**src/rtl/sfrd_pkg.sv**
```systemverilog
// Constants and types for the serial flash read controller.
// Assumes a 25 MHz system clock; the flash serial clock is divided from it.
package sfrd_pkg;
   // Read opcodes
   localparam logic [7:0] NORMAL_READ_CMD            = 8'h03;
   localparam logic [7:0] NORMAL_READ_WIDE_ADDR_CMD  = 8'h13;
   localparam logic [7:0] FAST_READ_CMD              = 8'h0B;
   localparam logic [7:0] FAST_READ_WIDE_ADDR_CMD    = 8'h0C;
   localparam logic [7:0] DUAL_IO_READ_CMD           = 8'hBB;
   localparam logic [7:0] DUAL_IO_READ_WIDE_ADDR_CMD = 8'hBC;
   localparam logic [7:0] QUAD_IO_READ_CMD           = 8'hEB;
   localparam logic [7:0] UNIQUE_ID_READ_CMD         = 8'h4B;
   localparam logic [7:0] INFO_ROW_READ_CMD          = 8'h68;
   // Timing
   localparam int CLK_PERIOD_NS       = 40;
   localparam int SCK_PERIOD_NS       = 320;
   localparam int SCK_HALF_DEF        = SCK_PERIOD_NS / (2 * CLK_PERIOD_NS);
   localparam int CLK_MHZ             = 25;
   localparam int NORMAL_READ_MAX_MHZ = 50;
   localparam int FAST_READ_MAX_MHZ   = 133;
   localparam int MIN_HALF_NORMAL     = (CLK_MHZ + 2 * NORMAL_READ_MAX_MHZ - 1)
                                        / (2 * NORMAL_READ_MAX_MHZ);
   // Frame lengths, in bits or clocks
   localparam logic [5:0] OPCODE_BITS       = 6'h08;
   localparam logic [5:0] ADDR3_BITS        = 6'h18;
   localparam logic [5:0] ADDR4_BITS        = 6'h20;
   localparam logic [5:0] BYTE_BITS         = 6'h08;
   localparam logic [5:0] MODE_CLKS         = 6'h04;
   localparam logic [5:0] MODE_NIBBLE_CLKS  = 6'h02;
   localparam logic [5:0] CNT_ONE           = 6'h01;
   localparam logic [5:0] DUMMY_FAST_DEF    = 6'h08;
   localparam logic [5:0] DUMMY_FOUR_W_DEF  = 6'h06;
   localparam logic [5:0] DUMMY_DUAL_DEF    = 6'h04;
   localparam logic [3:0] CONT_NIBBLE       = 4'hA;
   // Lane widths as log2
   localparam logic [1:0] LG_SINGLE = 2'h0;
   localparam logic [1:0] LG_DUAL   = 2'h1;
   localparam logic [1:0] LG_QUAD   = 2'h2;
   localparam logic [3:0] MASK_SINGLE = 4'h1;
   localparam logic [3:0] MASK_DUAL   = 4'h3;
   localparam logic [3:0] MASK_QUAD   = 4'hF;
   localparam logic [3:0] MASK_SIDE   = 4'hC;
   localparam int DATA_W         = 8;
   localparam int FIFO_DEPTH_DEF = 16;

   typedef struct packed {
      logic [7:0]  opcode;
      logic [31:0] addr;
      logic [15:0] len;
      logic [4:0]  dummy;
      logic [7:0]  mode;
   } sfrd_req_t;

   typedef enum logic [2:0] {
      ST_IDLE, ST_LOAD, ST_CMD, ST_ADDR, ST_MODE, ST_DUMMY, ST_DATA, ST_END
   } sfrd_state_t;
endpackage : sfrd_pkg

```
**src/rtl/sfrd_fifo.sv**
```systemverilog
// Read data FIFO between the flash engine and the user.
// Assumes one clock and a synchronous active-high reset.
`timescale 1ns/1ps
`default_nettype none
module sfrd_fifo #(
   parameter int WIDTH = 8,
   parameter int DEPTH = 16
) (
   // Clock and reset
   input  wire logic             clk,
   input  wire logic             rst,
   // Fill side
   input  wire logic             in_valid,
   input  wire logic [WIDTH-1:0] in_data,
   output logic                  in_ready,
   // Drain side
   output logic                  out_valid,
   output logic [WIDTH-1:0]      out_data,
   input  wire logic             out_ready
);
   localparam int AW = $clog2(DEPTH);

   logic [WIDTH-1:0] mem_ff [DEPTH];
   logic [AW-1:0]    wr_ff;
   logic [AW-1:0]    rd_ff;
   logic [AW:0]      count_ff;
   wire              wr = in_valid & in_ready;
   wire              rd = out_valid & out_ready;

   assign in_ready  = count_ff != (AW+1)'(DEPTH);
   assign out_valid = count_ff != '0;
   assign out_data  = mem_ff[rd_ff];

   // Storage is not reset; count gates every read
   always_ff @(posedge clk) begin
      if (wr) mem_ff[wr_ff] <= in_data;
   end

   always_ff @(posedge clk) begin
      if (rst) begin
         wr_ff    <= '0;
         rd_ff    <= '0;
         count_ff <= '0;
      end else begin
         if (wr) wr_ff <= (wr_ff == AW'(DEPTH - 1)) ? '0 : wr_ff + 1'b1;
         if (rd) rd_ff <= (rd_ff == AW'(DEPTH - 1)) ? '0 : rd_ff + 1'b1;
         count_ff <= count_ff + (AW+1)'(wr) - (AW+1)'(rd);
      end
   end
endmodule : sfrd_fifo
`default_nettype wire

```
**src/rtl/sfrd_host.sv**
```systemverilog
// Host controller issuing read commands to a serial NOR flash.
// Drives the flash clock (mode 0), select, hold and IO lines; IO inputs
// come from the flash's domain and are synchronised here.
// How it works
// - Opcode 03h sends 3 or 4 address bytes by ext flag; 13h always 4.
// - Normal read serial clock never exceeds 50 MHz.
// - Raising select ends any read; flash releases output and waits.
// - Opcode 0Bh uses ext flag for address length; 0Ch always 4 bytes.
// - Single-line fast read: rising-edge input, default 8 dummies, falling-edge data.
// - Four-wire mode: opcode 2 clocks, address 6 or 8, default 6 dummies.
// - Hold falls and rises only while serial clock is low; sequence kept.
// - Dual-IO BBh/BCh address two bits per clock, MSB on line 1, 4 dummies.
// - Mode byte takes four clocks inside the dummies; data may follow at once.
// - Host floats mode low nibble when dummies equal mode clocks.
`timescale 1ns/1ps
`default_nettype none
module sfrd_host
   import sfrd_pkg::*;
#(
   parameter int SCK_HALF   = sfrd_pkg::SCK_HALF_DEF,
   parameter int FIFO_DEPTH = sfrd_pkg::FIFO_DEPTH_DEF
) (
   // Clock and reset
   input  wire logic              CLOCK,
   input  wire logic              SYS_RST,
   // Command port
   input  wire logic              START,
   input  wire sfrd_pkg::sfrd_req_t REQ,
   input  wire logic              EXT_ADDR,
   input  wire logic              FOUR_WIRE,
   input  wire logic              QUAD_EN,
   input  wire logic              WRITE_IN_PROGRESS_FLAG,
   input  wire logic              HOLD_REQ,
   input  wire logic              ABORT,
   output logic                   BUSY,
   output logic                   REFUSED,
   output logic                   CONT_MODE,
   // Read data
   output logic [sfrd_pkg::DATA_W-1:0] RD_DATA,
   output logic                   RD_VALID,
   input  wire logic              RD_READY,
   // Flash pins
   output logic                   SCK,
   output logic                   CS_N,
   input  wire logic [3:0]        IO_IN,
   output logic [3:0]             IO_OUT,
   output logic [3:0]             IO_OE_N
);
   import sfrd_pkg::*;

   function automatic logic f_dual(input logic [7:0] op);
      return op == DUAL_IO_READ_CMD || op == DUAL_IO_READ_WIDE_ADDR_CMD;
   endfunction : f_dual

   function automatic logic [3:0] f_mask(input logic [1:0] lg);
      return (lg == LG_QUAD) ? MASK_QUAD : (lg == LG_DUAL) ? MASK_DUAL : MASK_SINGLE;
   endfunction : f_mask

   sfrd_state_t state_ff, nxt_state, ld_state, tgt_state;
   sfrd_req_t   req_ff;
   logic [5:0]  cnt_ff, nxt_cnt, ld_cnt;
   logic [31:0] tx_ff, nxt_tx, ld_tx;
   logic [1:0]  lg_ff, nxt_lg, ld_lg;
   logic [7:0]  rx_ff, nxt_rx, push_data_ff;
   logic [15:0] bytes_ff;
   logic [$clog2(SCK_HALF+1)-1:0] div_ff;
   logic        sck_ff, cs_n_ff, hold_n_ff, cont_ff, ext_ff, four_ff;
   logic        push_ff, refused_ff;
   logic [3:0]  s1_ff, s2_ff, s3_ff, io_val_ff, io_out_ff, io_oe_n_ff;
   logic        fifo_in_ready;

   // Decode of the latched command
   wire op_normal = req_ff.opcode == NORMAL_READ_CMD
                  || req_ff.opcode == NORMAL_READ_WIDE_ADDR_CMD;
   wire op_wide   = req_ff.opcode == NORMAL_READ_WIDE_ADDR_CMD
                  || req_ff.opcode == FAST_READ_WIDE_ADDR_CMD
                  || req_ff.opcode == DUAL_IO_READ_WIDE_ADDR_CMD;
   wire op_shared = req_ff.opcode == NORMAL_READ_CMD || req_ff.opcode == FAST_READ_CMD
                  || req_ff.opcode == DUAL_IO_READ_CMD
                  || req_ff.opcode == QUAD_IO_READ_CMD;
   wire addr4     = op_wide | (ext_ff & op_shared);
   wire dual      = f_dual(req_ff.opcode);
   wire mode_en   = dual & ~four_ff;
   wire skip_cmd  = cont_ff & dual;
   wire [1:0] lg_cmd = four_ff ? LG_QUAD : LG_SINGLE;
   wire [1:0] lg_io  = four_ff ? LG_QUAD : (dual ? LG_DUAL : LG_SINGLE);
   wire [5:0] dum_def = four_ff ? DUMMY_FOUR_W_DEF
                      : (dual ? DUMMY_DUAL_DEF : DUMMY_FAST_DEF);
   wire [5:0] dummy   = op_normal ? '0
                      : (req_ff.dummy != '0 ? 6'(req_ff.dummy) : dum_def);
   wire [5:0] dum_rest = !mode_en ? dummy : (dummy > MODE_CLKS ? dummy - MODE_CLKS : '0);
   wire       rest_zero = dum_rest == '0;
   wire [31:0] addr_word = addr4 ? req_ff.addr : {req_ff.addr[23:0], 8'h00};
   wire [5:0]  addr_clks = (addr4 ? ADDR4_BITS : ADDR3_BITS) >> lg_io;

   // Start decisions use the live request
   wire idle   = state_ff == ST_IDLE;
   wire refuse = START & idle & (WRITE_IN_PROGRESS_FLAG | REQ.len == '0
               | (cont_ff & ~f_dual(REQ.opcode))
               | (REQ.opcode == QUAD_IO_READ_CMD & ~FOUR_WIRE));
   wire go     = START & idle & ~refuse;

   // Serial clock generation
   wire active = state_ff inside {ST_CMD, ST_ADDR, ST_MODE, ST_DUMMY, ST_DATA};
   // Abort freezes the clock too, so select never rises with the clock high
   wire abort_now = ABORT & active & ~sck_ff;
   wire hold_ok = ~QUAD_EN & ~FOUR_WIRE;
   wire pause  = ~sck_ff & (~hold_n_ff | (state_ff == ST_DATA & ~fifo_in_ready));
   wire run    = active & ~pause & ~abort_now;
   wire div_end = (run | state_ff == ST_END) && div_ff == $bits(div_ff)'(SCK_HALF - 1);
   wire rise   = run & div_end & ~sck_ff;
   wire fall   = run & div_end & sck_ff;
   wire last   = cnt_ff == CNT_ONE;

   always_comb begin
      case (state_ff)
         ST_CMD:   tgt_state = ST_ADDR;
         ST_ADDR:  tgt_state = mode_en ? ST_MODE : (rest_zero ? ST_DATA : ST_DUMMY);
         ST_MODE:  tgt_state = rest_zero ? ST_DATA : ST_DUMMY;
         ST_DUMMY: tgt_state = ST_DATA;
         ST_DATA:  tgt_state = (bytes_ff == '0) ? ST_END : ST_DATA;
         default:  tgt_state = skip_cmd ? ST_ADDR : ST_CMD;
      endcase
      ld_state = tgt_state;
      ld_tx    = tx_ff;
      ld_lg    = lg_io;
      case (tgt_state)
         ST_CMD:   begin
            ld_cnt = OPCODE_BITS >> lg_cmd;
            ld_tx  = {req_ff.opcode, 24'h000000};
            ld_lg  = lg_cmd;
         end
         ST_ADDR:  begin
            ld_cnt = addr_clks;
            ld_tx  = addr_word;
         end
         ST_MODE:  begin
            ld_cnt = MODE_CLKS;
            ld_tx  = {req_ff.mode, 24'h000000};
            ld_lg  = LG_DUAL;
         end
         ST_DUMMY: ld_cnt = dum_rest;
         default:  ld_cnt = BYTE_BITS >> lg_io;
      endcase
   end

   always_comb begin
      nxt_state = state_ff;
      nxt_cnt   = cnt_ff;
      nxt_tx    = tx_ff;
      nxt_lg    = lg_ff;
      if (idle) begin
         if (go) nxt_state = ST_LOAD;
      end else if (state_ff == ST_END) begin
         if (div_end) nxt_state = ST_IDLE;
      end else if (abort_now) begin
         nxt_state = ST_END;
      end else if (state_ff == ST_LOAD || (fall && last)) begin
         nxt_state = ld_state;
         nxt_cnt   = ld_cnt;
         nxt_tx    = ld_tx;
         nxt_lg    = ld_lg;
      end else if (fall) begin
         nxt_cnt = cnt_ff - CNT_ONE;
         nxt_tx  = tx_ff << (6'h01 << lg_ff);
      end
   end

   // Counts once stages two and three agree; the held copy alone lands a bit late
   wire [3:0] io_now = (s2_ff & s3_ff) | (io_val_ff & (s2_ff | s3_ff));
   // Input bits by lane width; single data arrives on line 1
   always_comb begin
      case (lg_ff)
         LG_QUAD: nxt_rx = {rx_ff[3:0], io_now};
         LG_DUAL: nxt_rx = {rx_ff[5:0], io_now[1:0]};
         default: nxt_rx = {rx_ff[6:0], io_now[1]};
      endcase
   end

   // Output lanes; line 1 carries the earlier bit of a pair
   wire [3:0] tx_bits = (lg_ff == LG_QUAD) ? tx_ff[31:28]
                      : (lg_ff == LG_DUAL) ? {2'b00, tx_ff[31:30]} : {3'b000, tx_ff[31]};
   wire float_lo = state_ff == ST_MODE && rest_zero && cnt_ff <= MODE_NIBBLE_CLKS;
   wire drive    = state_ff inside {ST_CMD, ST_ADDR, ST_MODE} && !float_lo;
   wire [3:0] lane_en = (drive ? f_mask(lg_ff) : 4'h0) | (hold_ok ? MASK_SIDE : 4'h0);
   wire [3:0] io_dat  = hold_ok ? {hold_n_ff, 1'b1, tx_bits[1:0]} : tx_bits;

   // Hold only changes while the serial clock is low and not about to rise
   wire hold_set = HOLD_REQ & hold_ok & active & ~sck_ff & ~div_end;
   wire hold_clr = ~HOLD_REQ | ~hold_ok | ~active;

   always_ff @(posedge CLOCK) begin
      if (SYS_RST) begin
         state_ff <= ST_IDLE;
         cnt_ff   <= '0;
         tx_ff    <= '0;
         lg_ff    <= LG_SINGLE;
      end else begin
         state_ff <= nxt_state;
         cnt_ff   <= nxt_cnt;
         tx_ff    <= nxt_tx;
         lg_ff    <= nxt_lg;
      end
   end

   always_ff @(posedge CLOCK) begin
      if (SYS_RST) begin
         req_ff  <= '0;
         ext_ff  <= 1'b0;
         four_ff <= 1'b0;
      end else if (go) begin
         req_ff  <= REQ;
         ext_ff  <= EXT_ADDR;
         four_ff <= FOUR_WIRE;
      end
   end

   always_ff @(posedge CLOCK) begin
      if (SYS_RST) begin
         div_ff  <= '0;
         sck_ff  <= 1'b0;
         cs_n_ff <= 1'b1;
      end else begin
         div_ff  <= (div_end || !(run || state_ff == ST_END)) ? '0 : div_ff + 1'b1;
         sck_ff  <= (run & div_end) ? ~sck_ff : sck_ff;
         cs_n_ff <= nxt_state inside {ST_IDLE, ST_LOAD, ST_END};
      end
   end

   always_ff @(posedge CLOCK) begin
      if (SYS_RST) begin
         hold_n_ff <= 1'b1;
      end else if (hold_clr && !sck_ff) begin
         hold_n_ff <= 1'b1;
      end else if (hold_set) begin
         hold_n_ff <= 1'b0;
      end
   end

   always_ff @(posedge CLOCK) begin
      if (SYS_RST) begin
         rx_ff        <= '0;
         push_ff      <= 1'b0;
         push_data_ff <= '0;
         bytes_ff     <= '0;
      end else begin
         if (rise && state_ff == ST_DATA) rx_ff <= nxt_rx;
         push_ff <= rise && state_ff == ST_DATA && last;
         if (rise && state_ff == ST_DATA && last) push_data_ff <= nxt_rx;
         if (state_ff == ST_LOAD) bytes_ff <= req_ff.len;
         else if (rise && state_ff == ST_DATA && last) bytes_ff <= bytes_ff - 1'b1;
      end
   end

   always_ff @(posedge CLOCK) begin
      if (SYS_RST) begin
         cont_ff    <= 1'b0;
         refused_ff <= 1'b0;
         io_out_ff  <= 4'hF;
         io_oe_n_ff <= 4'hF;
      end else begin
         if (fall && last && state_ff == ST_MODE)
            cont_ff <= req_ff.mode[7:4] == CONT_NIBBLE;
         refused_ff <= refuse;
         io_out_ff  <= io_dat;
         io_oe_n_ff <= ~lane_en;
      end
   end

   // Three-stage sync; a change counts once stages two and three agree
   for (genvar i = 0; i < 4; i++) begin : g_sync
      always_ff @(posedge CLOCK) begin
         if (SYS_RST) begin
            s1_ff[i]     <= 1'b0;
            s2_ff[i]     <= 1'b0;
            s3_ff[i]     <= 1'b0;
            io_val_ff[i] <= 1'b0;
         end else begin
            s1_ff[i] <= IO_IN[i];
            s2_ff[i] <= s1_ff[i];
            s3_ff[i] <= s2_ff[i];
            if (s2_ff[i] == s3_ff[i]) io_val_ff[i] <= s3_ff[i];
         end
      end
   end

   sfrd_fifo #(.WIDTH(DATA_W), .DEPTH(FIFO_DEPTH)) u_fifo (
      .clk       (CLOCK),
      .rst       (SYS_RST),
      .in_valid  (push_ff),
      .in_data   (push_data_ff),
      .in_ready  (fifo_in_ready),
      .out_valid (RD_VALID),
      .out_data  (RD_DATA),
      .out_ready (RD_READY)
   );

   assign BUSY      = ~idle;
   assign REFUSED   = refused_ff;
   assign CONT_MODE = cont_ff;
   assign SCK       = sck_ff;
   assign CS_N      = cs_n_ff;
   assign IO_OUT    = io_out_ff;
   assign IO_OE_N   = io_oe_n_ff;

   logic [7:0]  lo_cnt_ff;
   sfrd_state_t prev_state_ff;
   // Saturates so a long idle low phase cannot wrap to a small count
   always_ff @(posedge CLOCK) begin
      lo_cnt_ff     <= (SYS_RST || sck_ff) ? '0 : lo_cnt_ff + 8'(lo_cnt_ff != 8'hFF);
      prev_state_ff <= state_ff;
   end
   wire enter_addr = state_ff == ST_ADDR && prev_state_ff != ST_ADDR;
endmodule : sfrd_host
`default_nettype wire

```
**config.mk**
```make
export PLATFORM = sky130hd
export DESIGN_NAME = sfrd_host
export DESIGN_NICKNAME = d
export VERILOG_FILES = /design/src/rtl/sfrd_pkg.sv /design/src/rtl/sfrd_fifo.sv /design/src/rtl/sfrd_host.sv
export SDC_FILE = /design/constraint.sdc
export NUM_CORES = 1
export LEC_CHECK = 0
export BUFFER_PORTS_ARGS = -buffer_cell sky130_fd_sc_hd__buf_2
export CORE_MARGIN = 10
export CORE_UTILIZATION = 51
export DETAILED_ROUTE_END_ITERATION = 10
export GPL_TIMING_DRIVEN = 0
export PLACE_DENSITY = 0.69
export SETUP_SLACK_MARGIN = 0.2
export SLEW_MARGIN = 20
export SYNTH_ARGS = -nofsm -noshare
export SYNTH_HDL_FRONTEND = slang
export SYNTH_SLANG_ARGS = --single-unit
```
**constraint.sdc**
```tcl
create_clock -name CLOCK -period 9.02 [get_ports CLOCK]
set_input_delay 0.451 -clock CLOCK [delete_from_list [all_inputs] [get_ports CLOCK]]
set_output_delay 0.451 -clock CLOCK [all_outputs]
set_load 0.1 [all_outputs]
```
# Word-level counts from Yosys, hierarchy flattened
# Memory sizes are Yosys's and may differ from the RTL's. A register that Yosys moved wholly into a read port is not among the register bits.
# Index checks and enable logic that the tools add are counted.
# word_totals
ff_bits,191
mem_bits_rw,128
in_bits,83
word_cells,235
mem_count,1
# op_classes
n_addsub,8
order_cmp,2
eq_ne,36
n_shift,5
mux,45
bitwise,54
reduce_logical,41
# mem_list
memory,depth,word_bits,read_ports,rd_ports_with_merged_regs,write_ports,line,source
u_fifo.mem_ff,16,8,1,1,1,sfrd_fifo.sv:23,logic [WIDTH-1:0] mem_ff [DEPTH];
# op_table
cell,count
two-way mux 32 bit,3
case mux 32 bit (3 select lines),1
"equality test 8 bit, second input constant",6
two-way mux 4 bit,11
zero test 16 bit,2
two-way mux 16 bit,2
<< shifter 32 x 6 -> 32 bit,1
two-way mux 6 bit,5
bitwise AND 1 bit,24
case mux 6 bit (4 select lines),1
"equality test 3 bit, second input constant",7
two-way mux 3 bit,7
"equality test 8 x 4 -> 1 bit, second input constant",2
NOT 1 bit,16
case mux 8 bit (2 select lines),1
"subtractor 16 x 1 -> 16 bit, second input constant",1
"equality test 3 x 2 -> 1 bit, second input constant",5
case mux 3 bit (5 select lines),1
nonzero test 5 bit,3
"equality test 4 bit, second input constant",3
bitwise OR 4 bit,3
">> shifter 4 x 2 -> 6 bit, first input constant",2
logical OR 1 bit,11
two-way mux 2 bit,5
34 further kinds,68

# Longest topological paths before layout
# depth
depth_word,20
ltp_mapped,15
depth_no_buf,14

# Hierarchy
# Synthesis repeated with hierarchy kept, for this count alone.
# unflattened
hier_cells,1442
hier_area_um2,15590.0
# modules_own_cells
module,instances,cells_per_inst,area_each_um2
sfrd_host,1,1137,9770.6
sfrd_fifo,1,305,5819.3

# Worst setup path before layout
# OpenSTA, ideal clock, no wires.
# synth_timing
path_kind,reg2reg
startpoint,reg u_fifo.count_ff[3]
endpoint,reg u_fifo.count_ff[4]
setup_ns,0.070
arrival_time_ns,3.286
setup_slack_ns,5.664
stages_incl_launch_ff,16
path_buffers,1
period_less_slack_ns,3.356
cell_sequence,dfxtp_1 -> inv_1 -> ha_1 -> or4b_2 -> and2_1 -> clkbuf_1 -> ha_1 -> inv_1 -> ha_1 -> inv_1 -> fa_1 -> inv_1 -> a21oi_1 -> nor2_1 -> or3_1 -> a21oi_1
# synth_via
elab_cells_between_ends,6
# synth_lines
item,line,source
start: declaration,sfrd_fifo.sv:26,logic [AW:0] count_ff;
start signal: assignment,sfrd_fifo.sv:47,count_ff <= count_ff + (AW+1)'(wr) - (AW+1)'(rd);
nonzero test 5 bit,sfrd_fifo.sv:31,assign out_valid = count_ff != '0;
named net RD_VALID,sfrd_host.sv:40,"output logic RD_VALID,"
bitwise AND 1 bit,sfrd_fifo.sv:28,wire rd = out_valid & out_ready;
named net u_fifo.rd,sfrd_fifo.sv:28,
subtractor 5 x 1 -> 5 bit,sfrd_fifo.sv:47,
# The timed path passes the listed nets, and every way through them passes these cells.
# A chain may end at the register's enable or synchronous reset.

# Final worst setup path
# layout_timing
startpoint,reg req_ff[63] (netlist name)
endpoint,"reg io_oe_n_ff[2], in the netlist IO_OE_N[2]"
# layout_via
elab_chain_len,17
elab_cells_between_ends,23
# layout_rtl
item,line,source
start: declaration,sfrd_host.sv:60,sfrd_req_t req_ff;
start signal: assignment,sfrd_host.sv:208,req_ff <= '0;
start signal: assignment,sfrd_host.sv:212,req_ff <= REQ;
equality test 8 bit,sfrd_host.sv:52,return op == DUAL_IO_READ_CMD || op == DUAL_IO_READ_WIDE_ADDR_CMD;
logical OR 1 bit,sfrd_host.sv:52,
two-way mux 4 bit,sfrd_host.sv:88,: (dual ? DUMMY_DUAL_DEF : DUMMY_FAST_DEF);
two-way mux 4 bit,sfrd_host.sv:87,wire [5:0] dum_def = four_ff ? DUMMY_FOUR_W_DEF
two-way mux 5 bit,sfrd_host.sv:90,: (req_ff.dummy != '0 ? 6'(req_ff.dummy) : dum_def);
two-way mux 5 bit,sfrd_host.sv:89,wire [5:0] dummy = op_normal ? '0
subtractor 5 x 3 -> 6 bit or > comparator 5 x 3 -> 1 bit (tied branches),sfrd_host.sv:91,wire [5:0] dum_rest = !mode_en ? dummy : (dummy > MODE_CLKS ? dummy - MODE_CLKS : '0);
two-way mux 6 bit,sfrd_host.sv:91,
two-way mux 6 bit (*),sfrd_host.sv:91,
zero test 6 bit (*),sfrd_host.sv:92,wire rest_zero = dum_rest == '0;
logical AND 1 bit (*) (2 in series),sfrd_host.sv:183,wire float_lo = state_ff == ST_MODE && rest_zero && cnt_ff <= MODE_NIBBLE_CLKS;
zero test 1 bit (*),sfrd_host.sv:184,"wire drive = state_ff inside {ST_CMD, ST_ADDR, ST_MODE} && !float_lo;"
logical AND 1 bit (*),sfrd_host.sv:184,
two-way mux 4 bit (*),sfrd_host.sv:185,wire [3:0] lane_en = (drive ? f_mask(lg_ff) : 4'h0) | (hold_ok ? MASK_SIDE : 4'h0);
bitwise OR 4 bit (*),sfrd_host.sv:185,
NOT 4 bit (*),sfrd_host.sv:266,io_oe_n_ff <= ~lane_en;
end signal: assignment,sfrd_host.sv:266,
end: declaration,sfrd_host.sv:69,"logic [3:0] s1_ff, s2_ff, s3_ff, io_val_ff, io_out_ff, io_oe_n_ff;"
# Mark *: on every way between the ends. The rest lies on a longest branch, timed or not.

==> qor.txt <==
==========================================================================================
Final weighted congestion of routability-driven global placement ............       0.9697
Sequential element share of the synthesized area ............................       0.5037
Num Clock Sinks .............................................................          322
Prevailing post-synth register cell .........................................      dfxtp_1
Syn. warnings ...............................................................            0
Period minus WS final .......................................................      4327 ps
Net count reported at finish ................................................         1760
Relative slew slack .........................................................       0.2467
Setup Fix Bufs, Post-CTS ....................................................            0
DRC Markers .................................................................            0
Most common cell after layout, fill and taps aside ..........................      nand2_1
Site row count ..............................................................           63
Type of the setup path with the least slack ................................. register to register
Setup crit end kind .........................................................     register
Top-Level Pins ..............................................................          105
Diode count .................................................................            0
Area fraction of the dominant cell type after synthesis .....................       0.2532
Total routing usage reported by global routing ..............................       0.2269
Die outline area ............................................................    37420 um2
Final-layout setup total negative slack .....................................         0 ps
DRC marker count from the first detailed-route iteration ....................         1285
Antenna violation net count after detailed routing ..........................            0
CORE AREA ...................................................................    29640 um2
Post-CTS Hold Fix Bufs ......................................................            0
Post-cts repair resize count ................................................            0
Fraction of registers with async set/reset ..................................            0
Number of optimization iterations in the first detailed-route pass ..........            5
Max-cap check violation count ...............................................            0
Biggest area contributors in the synthesized netlist ........................ dfxtp_1, edfxtp_1, mux4_2
F_max .......................................................................   0.2311 GHz
Placement-stage cell area ...................................................    16380 um2
DRT Wirelength ..............................................................     43770 um
Post-Synthesis Net Count ....................................................         1619
Worst setup SP type .........................................................     register
Crit path max fanout ........................................................            7
Relative area change from synthesis to final layout .........................       14.07%
Number of I/O port buffers ..................................................          103
Total setup violations reported at the end of the flow ......................            0
Clock edge transition at the registers on the reported setup and hold paths .        60 ps
Fraction of final layout cells sized beyond drive strength 1 ................       0.1651
Filler Cells Inserted .......................................................         2643
Root buffer selected by CTS .................................................    clkbuf_16
Worst-Skew Late Latency .....................................................       520 ps
TritonCTS clock tree ........................................................        built
Number of max-slew violations in the final report ...........................            0
Share of the clock period used by the worst path after layout ...............       0.4797
Vias/cell ...................................................................        6.048
DIE HEIGHT ..................................................................     193.4 um
Netlist Area Pre-Place ......................................................    15340 um2
Arrival time at the worst endpoint ..........................................      4770 ps
Width of the die ............................................................     193.4 um
Number of levels in the clock H-tree ........................................            2
Initial core utilization ....................................................       0.5176
Synthesized netlist cell count ..............................................         1504
Most used cells in the layout excluding fill and tap cells .................. nand2_1, dfxtp_1, a21oi_1, nor2_1, edfxtp_1
Maximum number of pins on one net before global-route repair ................           18
Total leakage power .........................................................     5.834 nW
Outcome ..................................................................... complete, no violations
GR Overflow Total ...........................................................            0
Number of global-route vias before repair ...................................        12187
Count of flip-flops with a built-in enable after synthesis ..................          128
Number of failing hold endpoints at the final stage .........................            0
Unrepaired setup endpoints after global routing .............................        false
Routed via count ............................................................        12470
Worst-margin pin slew .......................................................      1123 ps
Mapped Avg Cell Area ........................................................    10.20 um2
FF+latch count, synth .......................................................          322
Number of buffers created by CTS ............................................           35
Antenna violations before repair ............................................            0
Most area-hungry cell type in the Yosys netlist .............................      dfxtp_1
Worst IR Drop VDD ...........................................................    0.1751 mV
Wire length of the first global-routing pass ................................     68890 um
Total power density per cell area ........................................... 196.2 nW/um2
DPL Wire Length .............................................................     32360 um
Count of cell types in the netlist ..........................................           85
Routed WL per cell ..........................................................     21.23 um
Clock tree skew after final layout ..........................................     11.70 ps
Summed area of non-filler cells in the final layout .........................    17500 um2
Type of the tightest min-delay check ........................................ input pin to register
Clock tree buffer depth .....................................................            3
Worst EP required ...........................................................      9460 ps
==========================================================================================
==> Yosys cell counts (14+ instances only) <==
library cell and count:
mux4_2 62, ha_1 31, mux2i_1 41, a221oi_1 21, nor2b_1 16, edfxtp_1 128
a21oi_1 153, a31oi_1 14, clkbuf_1 75, dfxtp_1 194, o21ai_0 61, inv_1 38
a211oi_1 20, nor3_1 44, a22oi_1 15, nor2_1 140, nor4_1 16, nand2_1 230
==> final timing paths <==
check,start,endpoint,slack (ps),cells past startpoint
max reg2reg,req_ff[63],IO_OE_N[2],4690,13
min reg2reg,div_ff[0],div_ff[0],420,1
min,IO_IN[3],s1_ff[3],160,2
max,req_ff[63],IO_OE_N[2],4690,13
==> cell type report <==
class | instances | area [um2] | share of cell area
Clock inverter | 13 | 103.9 | 0.005935
Clock buffer | 51 | 1006 | 0.05749
Tap cell | 390 | 488.0 | 0.02789
Sequential cell | 322 | 7727 | 0.4416
Multi-Input combinational cell | 1040 | 7089 | 0.4051
Timing Repair Buffer | 104 | 523.0 | 0.02989
Buffer | 103 | 415.4 | 0.02374
Inverter | 39 | 146.4 | 0.008365
==> critical path, stage by stage, from the launching register on <==
cell and delay, ps:
dfxtp_1 400, or3b_1 350, buf_2 190, a211oi_1 690, nand2b_1 210, nor4_1 50, o21ai_0 270, ha_1 240
a31o_2 160, a21oi_1 80, a311o_1 500, o41ai_1 550, a21oi_1 290, a21oi_1 240
==> registers in the layout, summed over array words and instances, names as in the netlist, 2 cells and up, named ones only <==
name             count
u_fifo.mem_ff      128
req_ff              69
tx_ff               32
bytes_ff            16
push_data_ff         8
rx_ff                7
cnt_ff               6
u_fifo.count_ff      5
IO_OUT               4
io_val_ff            4
s1_ff                4
s2_ff                4
s3_ff                4
u_fifo.rd_ff         4
u_fifo.wr_ff         4
IO_OE_N              3
div_ff               3
state_ff             3
lg_ff                2
==> stage by stage <==
stage / util / hold WS, ps / setup WS [ps] / power (mW) / instances
finish: 0.5904 / 157.1 / 4693 / 3.433 / 2062
detailed placement: 0.5526 / 420.0 / 4853 / 2.089 / 1998
CTS: 0.5900 / 146.5 / 4809 / 3.451 / 2062
global route: 0.5904 / 154.0 / 4462 / 3.571 / 2062
floorplan: - / 397.7 / 5664 / 1.956 / 1504
global placement: 0.5515 / 409.2 / 4854 / 2.082 / 1997
==> per-layer routing <==
layer / global-route usage / up-vias / share of wire
li1: - / 5818 / -
met1: 0.3027 / 6027 / 0.43
met2: 0.3657 / 537 / 0.47
met3: 0.04115 / 88 / 0.074
met4: 0.07382 / 0 / 0.029
met5: 0 / - / 0
==> cell families (layout without fill, tap and decap cells) <==
kind of cell / count (synthesis) / in the layout / synth area share
AOI/OAI and AO/OA: 355 / 355 / 0.1459
xor gates and xnor gates: 7 / 7 / 0.003996
adders and majority gates: 32 / 32 / 0.02659
buffers and inverters: 142 / 310 / 0.03662
DFF: 322 / 322 / 0.5037
muxes: 111 / 111 / 0.1236
and+or+nand+nor: 535 / 535 / 0.1595
==> where the power goes <==
| part | switching (mW) | total, mW | internal (mW) |
|---|---|---|---|
| Combinational | 0.284 | 0.462 | 0.177 |
| Clock | 0.566 | 1.37 | 0.807 |
| Sequential | 0.0475 | 1.60 | 1.55 |
(Power assumes the default switching activity.)
